--- src/shared/fpuie_pkg.sv ---
// Package for the floating-point underflow and inexact decision unit
package fpuie_pkg;

  // Destination formats
  typedef enum logic [1:0] {
    FMT_REAL,
    FMT_LONG,
    FMT_EXT,
    FMT_INT
  } fpuie_fmt_e;

  // Fault subtypes
  typedef enum logic [1:0] {
    SUB_NONE,
    SUB_OVERFLOW,
    SUB_UNDERFLOW,
    SUB_INEXACT
  } fpuie_sub_e;

  // Exponent thresholds, unbiased
  localparam logic signed [19:0] EMIN_REAL = -20'sd126;
  localparam logic signed [19:0] EMIN_LONG = -20'sd1022;
  localparam logic signed [19:0] EMIN_EXT  = -20'sd16382;
  localparam logic signed [19:0] EMAX_EXT  = 20'sd16383;
  localparam logic signed [19:0] BIAS_ADJ  = 20'sd24576;
  localparam logic [14:0]        EXT_BIAS  = 15'h3fff;

  // Fraction bits cleared per destination precision
  localparam int ZERO_BITS_REAL = 40;
  localparam int ZERO_BITS_LONG = 11;

  // Fault flags byte: bias-adjust position
  localparam int FFLAG_BIAS_BIT = 1;

  // Register byte offsets
  localparam logic [7:0] OFS_CTRL   = 8'h00;
  localparam logic [7:0] OFS_STAT   = 8'h04;
  localparam logic [7:0] OFS_IMASK  = 8'h08;
  localparam logic [7:0] OFS_REC_LO = 8'h0c;
  localparam logic [7:0] OFS_REC_HI = 8'h10;
  localparam logic [7:0] OFS_FFLAGS = 8'h14;

  // Control register fields (flags low, masks high)
  localparam int CTL_OVF_FLAG = 0;
  localparam int CTL_UNF_FLAG = 1;
  localparam int CTL_INX_FLAG = 2;
  localparam int CTL_OVF_MASK = 8;
  localparam int CTL_UNF_MASK = 9;
  localparam int CTL_INX_MASK = 10;
  localparam logic [31:0] CTL_RESET = 32'h0000_0000;

  // Interrupt status bits
  localparam int IRQ_FAULT = 0;
  localparam int IRQ_DONE  = 1;

  localparam logic [1:0] RESP_OKAY   = 2'b00;
  localparam logic [1:0] RESP_SLVERR = 2'b10;

endpackage

--- src/core/fpuie_unit.sv ---
// Underflow and inexact exception decision unit with AXI4-Lite registers
`timescale 1ns/1ps
// Behaviour
// - Massive scale overflow records signed infinity
// - Float-to-integer conversion never flags overflow
// - Underflow when exponent below destination minimum
// - Masked exact denormal: store, no flag
// - Masked inexact denormal: set underflow, continue
// - Unmasked underflow: no store, record extended
// - Record exponent beyond extended range bias adjusted, flag bit
// - Massive scale underflow records signed zero
// - Inexact on rounding change or masked overflow
// - Masked inexact: store rounded, set flag
// - Unmasked sole inexact: store, then fault
// - Unmasked inexact with ovf/unf: record, fault
// - Tininess after rounding; accuracy loss inexact
// - Masked underflow flag then inexact fault
// - Flags sticky; only software writes or reset clear
// - Unmasked exception records and raises fault
module fpuie_unit
  import fpuie_pkg::*;
(
  // Clock and reset
  input  wire  logic                  aclk,
  input  wire  logic                  aresetn,
  // Result from datapath
  input  wire  logic                  res_valid,
  input  wire  fpuie_pkg::fpuie_fmt_e res_fmt,
  input  wire  logic                  res_sign,
  input  wire  logic signed [19:0]    res_exp,
  input  wire  logic [63:0]           res_sig,
  input  wire  logic                  res_inexact,
  input  wire  logic                  res_ovf,
  input  wire  logic                  res_is_scale,
  input  wire  logic                  res_massive,
  input  wire  logic                  res_denorm_exact,
  // Outcome to datapath
  output logic                        dest_we,
  output logic                        dest_denorm,
  // Fault dispatch
  output logic                        fault_req,
  output fpuie_pkg::fpuie_sub_e       fault_sub,
  output logic                        fault_bias_adj,
  output logic [79:0]                 fault_rec,
  // AXI4-Lite slave
  input  wire  logic [7:0]            s_axi_awaddr,
  input  wire  logic                  s_axi_awvalid,
  output logic                        s_axi_awready,
  input  wire  logic [31:0]           s_axi_wdata,
  input  wire  logic [3:0]            s_axi_wstrb,
  input  wire  logic                  s_axi_wvalid,
  output logic                        s_axi_wready,
  output logic [1:0]                  s_axi_bresp,
  output logic                        s_axi_bvalid,
  input  wire  logic                  s_axi_bready,
  input  wire  logic [7:0]            s_axi_araddr,
  input  wire  logic                  s_axi_arvalid,
  output logic                        s_axi_arready,
  output logic [31:0]                 s_axi_rdata,
  output logic [1:0]                  s_axi_rresp,
  output logic                        s_axi_rvalid,
  input  wire  logic                  s_axi_rready,
  // Interrupt
  output logic                        irq
);

  typedef struct packed {
    logic [31:0]  ctrl;
    logic [1:0]   istat;
    logic [1:0]   imask;
    logic         aw_got;
    logic [7:0]   aw_addr;
    logic         w_got;
    logic [31:0]  w_data;
    logic [3:0]   w_strb;
    logic         bvalid;
    logic [1:0]   bresp;
    logic         rvalid;
    logic [31:0]  rdata;
    logic [1:0]   rresp;
    logic         dest_we;
    logic         dest_denorm;
    logic         fault_req;
    fpuie_sub_e   fault_sub;
    logic         fault_bias;
    logic [79:0]  fault_rec;
  } fpuie_state_s;

  fpuie_state_s s_q, s_d;

  // Threshold by destination format
  function automatic logic signed [19:0] emin_of(input fpuie_fmt_e f);
    unique case (f)
      FMT_REAL: emin_of = EMIN_REAL;
      FMT_LONG: emin_of = EMIN_LONG;
      default:  emin_of = EMIN_EXT;
    endcase
  endfunction

  // Byte-lane merge
  function automatic logic [31:0] merge(input logic [31:0] old, input logic [31:0] nw,
                                        input logic [3:0] st);
    merge = old;
    for (int i = 0; i < 4; i++) begin
      if (st[i]) begin
        merge[8*i +: 8] = nw[8*i +: 8];
      end
    end
  endfunction

  // Extended-real record build with bias adjust
  function automatic logic [80:0] build_rec(input logic sg, input logic signed [19:0] e,
                                            input logic [63:0] m, input fpuie_fmt_e f,
                                            input logic massive, input logic big);
    logic signed [19:0] ea;
    logic [63:0]        mm;
    logic               adj;
    ea  = e;
    mm  = m;
    adj = 1'b0;
    if (f == FMT_REAL) begin
      mm[ZERO_BITS_REAL-1:0] = '0;
    end else if (f == FMT_LONG) begin
      mm[ZERO_BITS_LONG-1:0] = '0;
    end
    if (massive) begin
      build_rec = big ? {1'b0, sg, 15'h7fff, 64'h8000_0000_0000_0000}
                      : {1'b0, sg, 15'h0000, 64'h0};
    end else begin
      if (e < EMIN_EXT) begin
        ea  = e + BIAS_ADJ;
        adj = 1'b1;
      end else if (e > EMAX_EXT) begin
        ea  = e - BIAS_ADJ;
        adj = 1'b1;
      end
      build_rec = {adj, sg, 15'(ea + 20'(EXT_BIAS)), mm};
    end
  endfunction

  logic        tiny;
  logic        ovf_ok;
  logic        inx;
  logic        m_ovf;
  logic        m_unf;
  logic        m_inx;
  logic [80:0] rec;
  logic        wr_go;
  logic [31:0] rd_val;
  logic        rd_ok;
  logic        wr_ok;
  logic [2:0]  set_flags;
  logic        evt_fault;

  always_comb begin
    m_ovf  = s_q.ctrl[CTL_OVF_MASK];
    m_unf  = s_q.ctrl[CTL_UNF_MASK];
    m_inx  = s_q.ctrl[CTL_INX_MASK];
    // Exponent after rounding compared to destination minimum
    tiny   = (res_fmt != FMT_INT) && (res_exp < emin_of(res_fmt));
    ovf_ok = res_ovf && (res_fmt != FMT_INT);
    inx    = res_inexact || (ovf_ok && m_ovf);
    rec    = build_rec(res_sign, res_exp, res_sig, res_fmt, res_massive && res_is_scale,
                       ovf_ok);
    rd_ok  = 1'b1;
    rd_val = 32'h0;
    unique case (s_axi_araddr)
      OFS_CTRL:   rd_val = s_q.ctrl;
      OFS_STAT:   rd_val = {30'h0, s_q.istat};
      OFS_IMASK:  rd_val = {30'h0, s_q.imask};
      OFS_REC_LO: rd_val = s_q.fault_rec[31:0];
      OFS_REC_HI: rd_val = s_q.fault_rec[63:32];
      OFS_FFLAGS: rd_val = {16'h0, s_q.fault_rec[79:64]} |
                           (32'(s_q.fault_bias) << (16 + FFLAG_BIAS_BIT));
      default:    rd_ok  = 1'b0;
    endcase
  end

  always_comb begin
    s_d         = s_q;
    set_flags   = 3'b000;
    evt_fault   = 1'b0;
    s_d.dest_we = 1'b0;
    s_d.dest_denorm = 1'b0;
    s_d.fault_req   = 1'b0;
    if (res_valid) begin
      if (tiny) begin
        if (!m_unf) begin
          s_d.fault_req = 1'b1;
          s_d.fault_sub = SUB_UNDERFLOW;
        end else if (res_denorm_exact) begin
          s_d.dest_we     = 1'b1;
          s_d.dest_denorm = 1'b1;
        end else begin
          set_flags[CTL_UNF_FLAG] = 1'b1;
          if (!m_inx) begin
            s_d.fault_req = 1'b1;
            s_d.fault_sub = SUB_INEXACT;
          end else begin
            set_flags[CTL_INX_FLAG] = 1'b1;
            s_d.dest_we     = 1'b1;
            s_d.dest_denorm = 1'b1;
          end
        end
      end else if (ovf_ok && !m_ovf) begin
        s_d.fault_req = 1'b1;
        s_d.fault_sub = SUB_OVERFLOW;
      end else begin
        if (ovf_ok) begin
          set_flags[CTL_OVF_FLAG] = 1'b1;
        end
        if (inx && !m_inx) begin
          s_d.fault_req = 1'b1;
          s_d.fault_sub = SUB_INEXACT;
          s_d.dest_we   = !ovf_ok;
        end else begin
          if (inx) begin
            set_flags[CTL_INX_FLAG] = 1'b1;
          end
          s_d.dest_we = 1'b1;
        end
      end
      if (s_d.fault_req) begin
        s_d.fault_rec  = rec[79:0];
        s_d.fault_bias = rec[80];
        evt_fault      = 1'b1;
      end
    end

    // Write channel capture
    if (s_axi_awvalid && !s_q.aw_got) begin
      s_d.aw_got  = 1'b1;
      s_d.aw_addr = s_axi_awaddr;
    end
    if (s_axi_wvalid && !s_q.w_got) begin
      s_d.w_got  = 1'b1;
      s_d.w_data = s_axi_wdata;
      s_d.w_strb = s_axi_wstrb;
    end
    wr_go = s_q.aw_got && s_q.w_got && !s_q.bvalid;
    wr_ok = 1'b1;
    if (wr_go) begin
      s_d.aw_got = 1'b0;
      s_d.w_got  = 1'b0;
      s_d.bvalid = 1'b1;
      unique case (s_q.aw_addr)
        OFS_CTRL:  s_d.ctrl  = merge(s_q.ctrl, s_q.w_data, s_q.w_strb);
        OFS_STAT:  s_d.istat = s_q.istat & ~(s_q.w_data[1:0] & {2{s_q.w_strb[0]}});
        OFS_IMASK: s_d.imask = s_q.w_strb[0] ? s_q.w_data[1:0] : s_q.imask;
        OFS_REC_LO, OFS_REC_HI, OFS_FFLAGS: wr_ok = 1'b1;
        default:   wr_ok = 1'b0;
      endcase
      s_d.bresp = wr_ok ? RESP_OKAY : RESP_SLVERR;
    end
    if (s_q.bvalid && s_axi_bready) begin
      s_d.bvalid = 1'b0;
    end

    // Hardware flag sets win over software writes
    s_d.ctrl[2:0] = s_d.ctrl[2:0] | set_flags;
    s_d.istat[IRQ_FAULT] = s_d.istat[IRQ_FAULT] | evt_fault;
    s_d.istat[IRQ_DONE]  = s_d.istat[IRQ_DONE] | (res_valid && !evt_fault);

    // Read channel
    if (s_axi_arvalid && !s_q.rvalid) begin
      s_d.rvalid = 1'b1;
      s_d.rdata  = rd_val;
      s_d.rresp  = rd_ok ? RESP_OKAY : RESP_SLVERR;
    end else if (s_q.rvalid && s_axi_rready) begin
      s_d.rvalid = 1'b0;
    end
  end

  always_ff @(posedge aclk) begin
    if (!aresetn) begin
      s_q      <= '0;
      s_q.ctrl <= CTL_RESET;
    end else begin
      s_q <= s_d;
    end
  end

  assign s_axi_awready  = !s_q.aw_got;
  assign s_axi_wready   = !s_q.w_got;
  assign s_axi_bvalid   = s_q.bvalid;
  assign s_axi_bresp    = s_q.bresp;
  assign s_axi_arready  = !s_q.rvalid;
  assign s_axi_rvalid   = s_q.rvalid;
  assign s_axi_rdata    = s_q.rdata;
  assign s_axi_rresp    = s_q.rresp;
  assign dest_we        = s_q.dest_we;
  assign dest_denorm    = s_q.dest_denorm;
  assign fault_req      = s_q.fault_req;
  assign fault_sub      = s_q.fault_sub;
  assign fault_bias_adj = s_q.fault_bias;
  assign fault_rec      = s_q.fault_rec;
  assign irq            = |(s_q.istat & s_q.imask);

endmodule

--- config.mk ---
export PLATFORM = sky130hd
export DESIGN_NAME = fpuie_unit
export DESIGN_NICKNAME = d
export VERILOG_FILES = /design/src/shared/fpuie_pkg.sv /design/src/core/fpuie_unit.sv
export SDC_FILE = /design/constraint.sdc
export NUM_CORES = 1
export LEC_CHECK = 0
export BUFFER_PORTS_ARGS = -buffer_cell sky130_fd_sc_hd__buf_2
export CAP_MARGIN = 20
export CORE_ASPECT_RATIO = 0.8
export CORE_UTILIZATION = 49
export CTS_BUF_LIST = sky130_fd_sc_hd__clkbuf_4 sky130_fd_sc_hd__clkbuf_8
export CTS_CLUSTER_SIZE = 25
export DETAILED_ROUTE_END_ITERATION = 6
export MAX_ROUTING_LAYER = met4
export PLACE_DENSITY_LB_ADDON = 0.12
export SLEW_MARGIN = 10
export SYNTH_ARGS = -nofsm -noshare
export SYNTH_HDL_FRONTEND = slang
export SYNTH_SLANG_ARGS = --single-unit
export TNS_END_PERCENT = 50
--- constraint.sdc ---
create_clock -name aclk -period 2.4 [get_ports aclk]
set_input_delay 0.12 -clock aclk [delete_from_list [all_inputs] [get_ports aclk]]
set_output_delay 0.12 -clock aclk [all_outputs]
set_load 0.1 [all_outputs]
==> impl_metrics.toml, run 1 <==
[routing]
drt_iter0_markers = 696
drt-total-wl_um = 29200
vias = 8924
routedWlPerCell_um = 17.3
drc_errors = 0
drt-vias-per-instance = 5.31
drt.antenna.violating_nets = 0
firstDrtPassIters = 6

[floorplan]
rows = 45
start_util_pct = 50.4
die_area_um2 = 20300
dieHeight_um = 128
core_um2 = 19100
die-width_um = 159
num_io_pins = 280

[logic_synthesis]
synth_warnings = 0
ys.flop_type = "dfxtp_1"
synth_area_leaders = "dfxtp_1, buf_4, nand2_1"
synthSimpleGateAreaFrac_pct = 18.3
yosysSeqAreaShare_pct = 42.3
synth.distinct_cells = 52
synth-xor-area-share_pct = 0.817
netlist_area_um2 = 9650
yosysTopAreaCellShare_pct = 42.3
synth_largest_area_cell = "dfxtp_1"
ys_seq_elements = 204
synth-compound-area-share_pct = 20.6
synth_top_family_by_area = "compound AO/OA/AOI/OAI gates"
async_reset_ff_share_pct = 0
yosys-top-cells-count = "dfxtp_1, nand2_1, buf_4"
synthCells = 1108
synth-edff-count = 0
yosysMostFrequentCell = "dfxtp_1"
synth_adder_area_share_pct = 1.17
muxShareOfSynthArea_pct = 4.10
postSynthAreaPerCell_um2 = 8.71

[critical_path]
cp_top_family = "compound AO/OA/AOI/OAI gates"
r2r_cells = 8
cp.required_ns = 2.79
path_buf_inv = 3
cp_slowest_cell = "o311ai_4"
path_max_fanout = 46
cp_cell_sequence = "buf_2 -> or2_4 -> ha_1 -> nand4_1 -> nor2_1 -> a21oi_2 -> o311ai_4 -> buf_4 -> mux2_4 -> and2_2 -> buf_12 -> a22o_1"
startpoint_type = "input pin"
r2r_start = "s_q[161]"
cp-end-kind = "flop"
cp.arrival_ns = 2.70
criticalPathCategory = "in -> reg"
cp-startpoint = "res_fmt[0]"
r2r_setup_slack_ns = 0.19
worstSetupPathDepth = 12
r2r_end = "s_q[174]"
crit_end = "fault_rec[14]"
cp_slowest_stage_delay_ns = 0.36

[power_and_ir_drop]
p_leak_uw = 0.00549
max-vdd-ir-drop_mv = 0.423
p_per_area_nw_per_um2 = 686

[cells_and_area]
areaGrowthSynthToFinish_pct = 30.2
final_util_pct = 65.7
drive_gt1_share_pct = 30.0
fin_nets = 1565
fillers = 1642
final_area_um2 = 12600

[sta]
rsz0062_at_grt = "no"
hold_viol = 0
slew_violations = 0
fmax_ghz = 0.433
clock_skew_ns = 0.0213
relSlewSlack_pct = 50.5
finalSetupViolCount = 0
fin_crit_sh_pct = 96.3
post-route-min-period_ns = 2.31
worst_pin_slew_ns = 0.742

[placed_design]
place_hpwl_um = 20300
io_buffers = 277
place_congestion = 0.877
post_dp_cell_area_um2 = 10700

[grt]
antenna_found_initial = 1
grt_pass1_wl_um = 45400
grt-ovfl-total = 0
grt_pass1_vias = 8363
grt_max_degree = 82
grtUsageTotal_pct = 29.1

[clock_network]
root_buffer = "clkbuf_8"
clkLatencyLatePin_ns = 0.52
cts_resized = 0
cts.reportedPaths.clkPinSlew_ns = 0.06
htree_levels = 2
cts_made_buffers = 34
tritoncts = "yes"
cts_num_sinks = 204
clockBufferDepth = 3

[run]
maxCapViolations = 0

[min_path]
hold_class = "in -> reg"

[status]
status = "finished, final reports clean"
[area by class of cell]
class / count / area, µm² / share of cell area [%]
Antenna cell: 1 / 2.50 / 0.0199
Timing Repair Buffer: 449 / 3030 / 24.1
Clock inverter: 4 / 76.3 / 0.607
Clock buffer: 50 / 626 / 4.98
Inverter: 8 / 33.8 / 0.269
Multi-Input combinational cell: 707 / 4400 / 35.0
Sequential cell: 204 / 4090 / 32.5
Tap cell: 258 / 323 / 2.57
[through the flow]
step	std cells	power (µW)	setup slack, ns	TNS, ns	hold slack [ns]
after floorplan	1109	4980	-0.00739	-0.362	0.236
after global placement	1510	5310	-0.572	-31.49	0.334
after detailed placement	1511	5320	-0.398	-27.36	0.334
after CTS	1680	8670	0.115	0	0.0211
after global routing	1681	8960	0.00825	0	0.0374
final	1681	8620	0.0879	0	0.0386
[cells in the final DEF (no fill, tap or decap), types with 4 or more instances in the layout]
master,n
buf_2,276
dfxtp_1,203
nand2_1,199
dlygate4sd3_1,115
a21boi_0,82
nand3_1,63
buf_4,53
a22o_1,52
clkbuf_8,40
a21oi_1,36
nor2b_1,33
o21ai_0,30
nor2_1,26
mux2_2,19
and2_1,18
a22oi_1,18
a222oi_1,17
mux2i_1,16
o211ai_1,10
clkbuf_4,10
nor3_1,8
xor2_1,8
ha_1,8
inv_1,7
and3_1,6
nor4_1,4
nand4_1,4
o211a_1,4
buf_12,4
[worst min-delay path, delay by kind of cell]
| kind | cells | cell delay (ns) |
|---|---|---|
| AO/OA/AOI/OAI | 1 | 0.15 |
| buffers and inverters | 1 | 0.08 |
| AND/OR/NAND/NOR | 2 | 0.17 |
[metal layers]
layer | vias up | part of all wire (%) | global-route usage (%)
li1 | 4345 | - | -
met1 | 4172 | 48 | 40.3
met2 | 356 | 43 | 43.0
met3 | 51 | 6.8 | 5.03
met4 | 0 | 2.4 | 9.33
met5 | - | 0 | -
[cell families (layout without fill, tap and decap cells)]
logic type	count (synthesis)	count (layout)
AND/OR/NAND/NOR	383	383
buffers and inverters	198	511
flip-flops	204	204
AO/OA/AOI/OAI	267	267
multiplexers	37	37
adder cells (fa/ha/maj)	9	9
XOR/XNOR	9	9
other	1	3
[worst min path at each step]
stage / from / end / cells past startpoint
finish: res_sig[63] / fault_rec[63] / 4
global route: res_sig[63] / fault_rec[63] / 4
CTS: res_sig[63] / fault_rec[63] / 4
detailed placement: res_sig[21] / fault_rec[21] / 2
global placement: res_sig[3] / fault_rec[3] / 3
floorplan: s_axi_wvalid / s_q[160] / 2
[registers in the layout, summed over array words and instances (netlist names), 2 cells and up]
signal and cells:
fault_sub 2, s_q 79, s_axi_rdata 32, fault_rec 80
[power by group]
group          internal [µW]  switching (µW)  leakage [µW]
sequential              3530             124       0.00166
combinational            543            1210       0.00346
clock                   1870            1340      0.000366
[repair_timing]
item,in CTS,in global routing
hold buffers,115,0
hold endpoints to repair,115,0
buffers inserted,0,0
No activity file was read; power rests on OpenSTA's default activity.
==> run 2, diff against run 1 <==
- CORE_ASPECT_RATIO: 0.8 -> default
- RECOVER_POWER: default -> 25
==> impl_metrics.toml, run 2 (synthesized netlist as in run 1, its figures left out) <==
[status]
status = "finished, violations left"
violations = "design-rule violations"

[cells_and_area]
final_util_pct = 66.3
final_cell_mix = "buf_2, dfxtp_1, nand2_1"
fin_nets = 1562
largest_reg_flops = 80
areaGrowthSynthToFinish_pct = 30.5
fillers = 1700
layout.cells.most_common = "buf_2"
drive_gt1_share_pct = 27.4

[critical_path]
cp.required_ns = 2.81
startpoint_type = "input pin"
criticalPathCategory = "in -> reg"
cp-startpoint = "res_fmt[0]"
r2r_start = "s_q[161]"
cp.arrival_ns = 2.62
cp-end-kind = "flop"
path_max_fanout = 44

[routing]
drt.antenna.violating_nets = 0
drc_errors = 6
firstDrtPassIters = 7
routedWlPerCell_um = 16.9
vias = 8838
drt-total-wl_um = 28500
drt_iter0_markers = 784
drt-vias-per-instance = 5.23

[sta]
rsz0062_at_grt = "no"
worst_pin_slew_ns = 1.25
post-route-min-period_ns = 2.22
timing.final.ws_setup_ns = 0.181
slew_violations = 0
hold_viol = 0
relSlewSlack_pct = 17.0
fin_crit_sh_pct = 92.5
clock_skew_ns = 0.0307
finalSetupViolCount = 0
tns_ns = 0
fmax_ghz = 0.451

[power_and_ir_drop]
sw_frac_of_total_pct = 30.5
total_power_uw = 8840
intPower_uw = 6140
max-vdd-ir-drop_mv = 0.603
p_sw_uw = 2690
pwr-share-clk_pct = 39.1
p_per_area_nw_per_um2 = 701
pwr-share-comb_pct = 19.5
p_seq_share_pct = 41.4
p_leak_uw = 0.00537

[floorplan]
core_um2 = 19000
dieHeight_um = 142
die-width_um = 142
rows = 50
num_io_pins = 280
die_area_um2 = 20300
start_util_pct = 50.8

[grt]
grt_pass1_vias = 8272
grt_max_degree = 100
antenna_found_initial = 2
grt-ovfl-total = 0
grtUsageTotal_pct = 28.4
grt_pass1_wl_um = 43900

[placed_design]
io_buffers = 277
place_congestion = 0.924
preCtsSetupSlack_ns = -0.313
place_hpwl_um = 19700

[min_path]
min_from = "res_exp[0]"
hold_class = "in -> reg"

[clock_network]
clkLatencyLatePin_ns = 0.52
htree_levels = 2
cts_setup_buffers = 0
cts_made_buffers = 36
root_buffer = "clkbuf_8"
tritoncts = "yes"
clockBufferDepth = 3
cts.reportedPaths.clkPinSlew_ns = 0.06
cts_num_sinks = 204

[run]
maxCapViolations = 0
-- run 2: per-layer routing --
metal	up-vias	GRT usage, %	wire length, µm
li1	4356	-	-
met1	4038	38.6	12700
met2	388	42.7	12600
met3	56	4.44	2370
met4	0	10.4	822
met5	-	-	0
-- run 2: critical path, stage by stage --
cell and delay, ns:
buf_2 0.10, or2_4 0.27, ha_4 0.27, a211oi_1 0.07
o21ai_1 0.19, a21oi_2 0.07, o311ai_4 0.36, buf_4 0.18
mux2_4 0.30, and2_2 0.22, buf_12 0.18, a22o_1 0.24
-- run 2: layout make-up --
type                       instances  area [µm²]  share of cell area [%]
multi-input combinational        707        4390                    34.8
antenna                            2        5.00                  0.0397
clock inverter                     3        43.8                   0.348
clock buffer                      61         752                    5.97
sequential                       204        4090                    32.4
timing repair buffer             444        2960                    23.5
tap                              260         325                    2.58
inverter                           8        33.8                   0.268
-- run 2: final timing paths --
check,endpoint,slack [ns],cells after the start
max,fault_rec[46],0.18,12
max reg2reg,s_q[175],0.19,8
min,fault_rec[64],0.05,3
min reg2reg,s_q[156],0.46,2
-- run 2: through the flow --
stage               hold slack, ns  std cells  area (µm²)
finish                      0.0519       1689       12600
CTS                         0.0261       1687       12600
global route                0.0543       1689       12600
global placement             0.330       1505       10700
floorplan                    0.236       1109        9690
detailed placement           0.334       1506       10700
-- run 2: power by group through the flow --
stage                     registers [µW]  logic, µW  clock network, µW
after floorplan                     3710       1270                  0
after global routing                3680       1820               3690
after detailed placement            3730       1570                  0
final                               3660       1720               3450
after CTS                           3660       1720               3520
after global placement              3730       1560                  0
-- run 2: timing repair --
action	4_1_cts	5_1_grt
gates resized for setup	0	0
setup endpoints to repair	0	0
hold buffers	117	0
hold endpoints to repair	119	0
==> run 3, diff against run 2 <==
- ABC_AREA: default -> 1
- CTS_CLUSTER_SIZE: 25 -> 40
==> impl_metrics.toml, run 3 <==
[placed_design]
io_buffers = 277
place_hpwl_um = 21500
place_congestion = 0.878

[floorplan]
num_io_pins = 280
start_util_pct = 50.1
rows = 51
die_area_um2 = 20500
core_um2 = 19500
dieHeight_um = 143
die-width_um = 143

[power_and_ir_drop]
pwr-share-comb_pct = 20.8
p_leak_uw = 0.00559
intPower_uw = 5920
p_seq_share_pct = 42.1
total_power_uw = 8750
sw_frac_of_total_pct = 32.3
max-vdd-ir-drop_mv = 0.356
p_per_area_nw_per_um2 = 702
p_sw_uw = 2820
pwr-share-clk_pct = 37.1

[sta]
hold_viol = 0
relSlewSlack_pct = 15.4
tns_ns = 0
finalSetupViolCount = 0
worst_pin_slew_ns = 1.27
clock_skew_ns = 0.0220
post-route-min-period_ns = 2.15
fmax_ghz = 0.465
rsz0062_at_grt = "no"
fin_crit_sh_pct = 89.6
slew_violations = 0

[cells_and_area]
fillers = 1824
layout.cells.most_common = "nand2_1"
fin_nets = 1815
multi_input_area_um2 = 4140
largest_reg_flops = 80
areaGrowthSynthToFinish_pct = 27.5
final_cell_mix = "nand2_1, buf_2, dfxtp_1"
drive_gt1_share_pct = 19.0
regArea_um2 = 4090

[critical_path]
r2r_start = "m_ovf"
cp.arrival_ns = 2.55
cp.required_ns = 2.80
startpoint_type = "input pin"
cp-end-kind = "flop"
r2r_cells = 10
r2r_end = "fault_rec[1]"
path_max_fanout = 16
criticalPathCategory = "in -> reg"
r2r_setup_slack_ns = 0.28

[min_path]
hold_end = "fault_rec[64]"
min_from = "res_exp[0]"
hold_depth = 4
hold_class = "in -> reg"

[clock_network]
tritoncts = "yes"
clockBufferDepth = 3
cts_num_sinks = 204
clkLatencyLatePin_ns = 0.52
cts_made_buffers = 36
root_buffer = "clkbuf_8"
cts.reportedPaths.clkPinSlew_ns = 0.06
htree_levels = 2

[logic_synthesis]
ys_seq_elements = 204
synthCells = 1378
synth_largest_area_cell = "dfxtp_1"
synth_warnings = 0
postSynthAreaPerCell_um2 = 7.09
synth_area_leaders = "dfxtp_1, nand2_1, buf_4"
yosysSeqAreaShare_pct = 41.8
synth-edff-count = 0
yosys-top-cells-count = "nand2_1, dfxtp_1, o21ai_0"
ys.flop_type = "dfxtp_1"
yosysMostFrequentCell = "nand2_1"
yosysTopAreaCellShare_pct = 41.8
synth.distinct_cells = 40
async_reset_ff_share_pct = 0
netlist_area_um2 = 9780

[grt]
grt_pass1_wl_um = 47700
grt-ovfl-total = 0
grt_pass1_vias = 9041
grtUsageTotal_pct = 30.9
grt_max_degree = 119
antenna_found_initial = 2

[run]
maxCapViolations = 0

[routing]
drt_iter0_markers = 794
vias = 9963
drt-vias-per-instance = 5.13
routedWlPerCell_um = 16.2
drt-total-wl_um = 31500
drt.antenna.violating_nets = 0
drc_errors = 0
firstDrtPassIters = 5

[status]
status = "finished, final reports clean"
==> run 3: power by group through the flow <==
| stage | sequential (µW) | combinational [µW] | clock (µW) |
|---|---|---|---|
| floorplan | 3740 | 1340 | 0 |
| global placement | 3750 | 1640 | 0 |
| detailed placement | 3750 | 1650 | 0 |
| CTS | 3680 | 1800 | 3300 |
| global route | 3690 | 1950 | 3460 |
| finish | 3680 | 1820 | 3240 |
==> run 3: final cells by class <==
cell class	count	share of cell area [%]
flip-flops and latches	204	32.8
diodes	2	0.0402
multi-input cells	891	33.2
clock inverters	4	0.191
well taps	265	2.66
clock buffers	55	5.72
repair buffers	426	22.5
inverters	95	2.93
==> run 3: logic make-up after synthesis <==
| kind of cell | after synthesis | synth area share (%) |
|---|---|---|
| flip-flops | 204 | 41.8 |
| XOR/XNOR | 5 | 0.448 |
| other | 1 | 0.0384 |
| adder cells (fa/ha/maj) | 9 | 1.15 |
| buffers and inverters | 284 | 16.2 |
| AO/OA/AOI/OAI | 309 | 16.3 |
| AND/OR/NAND/NOR | 566 | 24.1 |
==> run 3: timing repair <==
action | CTS | global route
endpoints found under the hold margin | 123 | 0
endpoints found under the setup margin | 0 | 1
hold buffers | 118 | 0
gates resized for setup | 0 | 5
buffers inserted | 0 | 2
==> run 3: worst max-delay path by stage <==
stage                    end          from  slack, ns
2_1_floorplan   s_axi_rvalid  s_axi_rvalid        0.1
3_3_place_gp   fault_rec[78]    res_fmt[0]       0.13
3_5_place_dp   fault_rec[78]    res_fmt[0]       0.07
4_1_cts         fault_rec[1]    res_fmt[0]       0.17
5_1_grt         fault_rec[1]    res_fmt[0]       0.05
6_report        fault_rec[1]    res_fmt[0]       0.25
==> run 3: routing by layer <==
metal / routed length, µm / vias up / share of wire [%] / GRT usage, %
li1: - / 4928 / - / -
met4: 1140 / 0 / 3.6 / 12.6
met1: 14300 / 4539 / 46 / 41.7
met3: 2480 / 82 / 7.9 / 5.13
met2: 13500 / 414 / 43 / 45.9
met5: 0 / - / 0 / -
==> run 3: metrics by stage <==
stage / setup WS (ns) / hold WS, ns / instances / cell area, µm² / util, %
after detailed placement: 0.0695 / 0.307 / 1760 / 10600 / 54.1
after global placement: 0.128 / 0.307 / 1760 / 10600 / 54.1
after CTS: 0.165 / 0.0205 / 1937 / 12500 / 64.0
final: 0.250 / 0.0465 / 1942 / 12500 / 63.8
after global routing: 0.0475 / 0.100 / 1942 / 12500 / 63.8
after floorplan: 0.0974 / 0.220 / 1379 / 9790 / -
==> run 3: critical path, stage by stage <==
cell and delay, ns:
buf_2 0.12, nor2_2 0.14, inv_1 0.10, ha_1 0.31
a21oi_1 0.13, nand2_1 0.06, nand2_1 0.06, nand2_1 0.05
nand2_1 0.11, nand4_1 0.18, nand2_4 0.17, nand2_8 0.09
buf_16 0.17, a21oi_1 0.11, nor2_1 0.06, dlygate4sd3_1 0.56
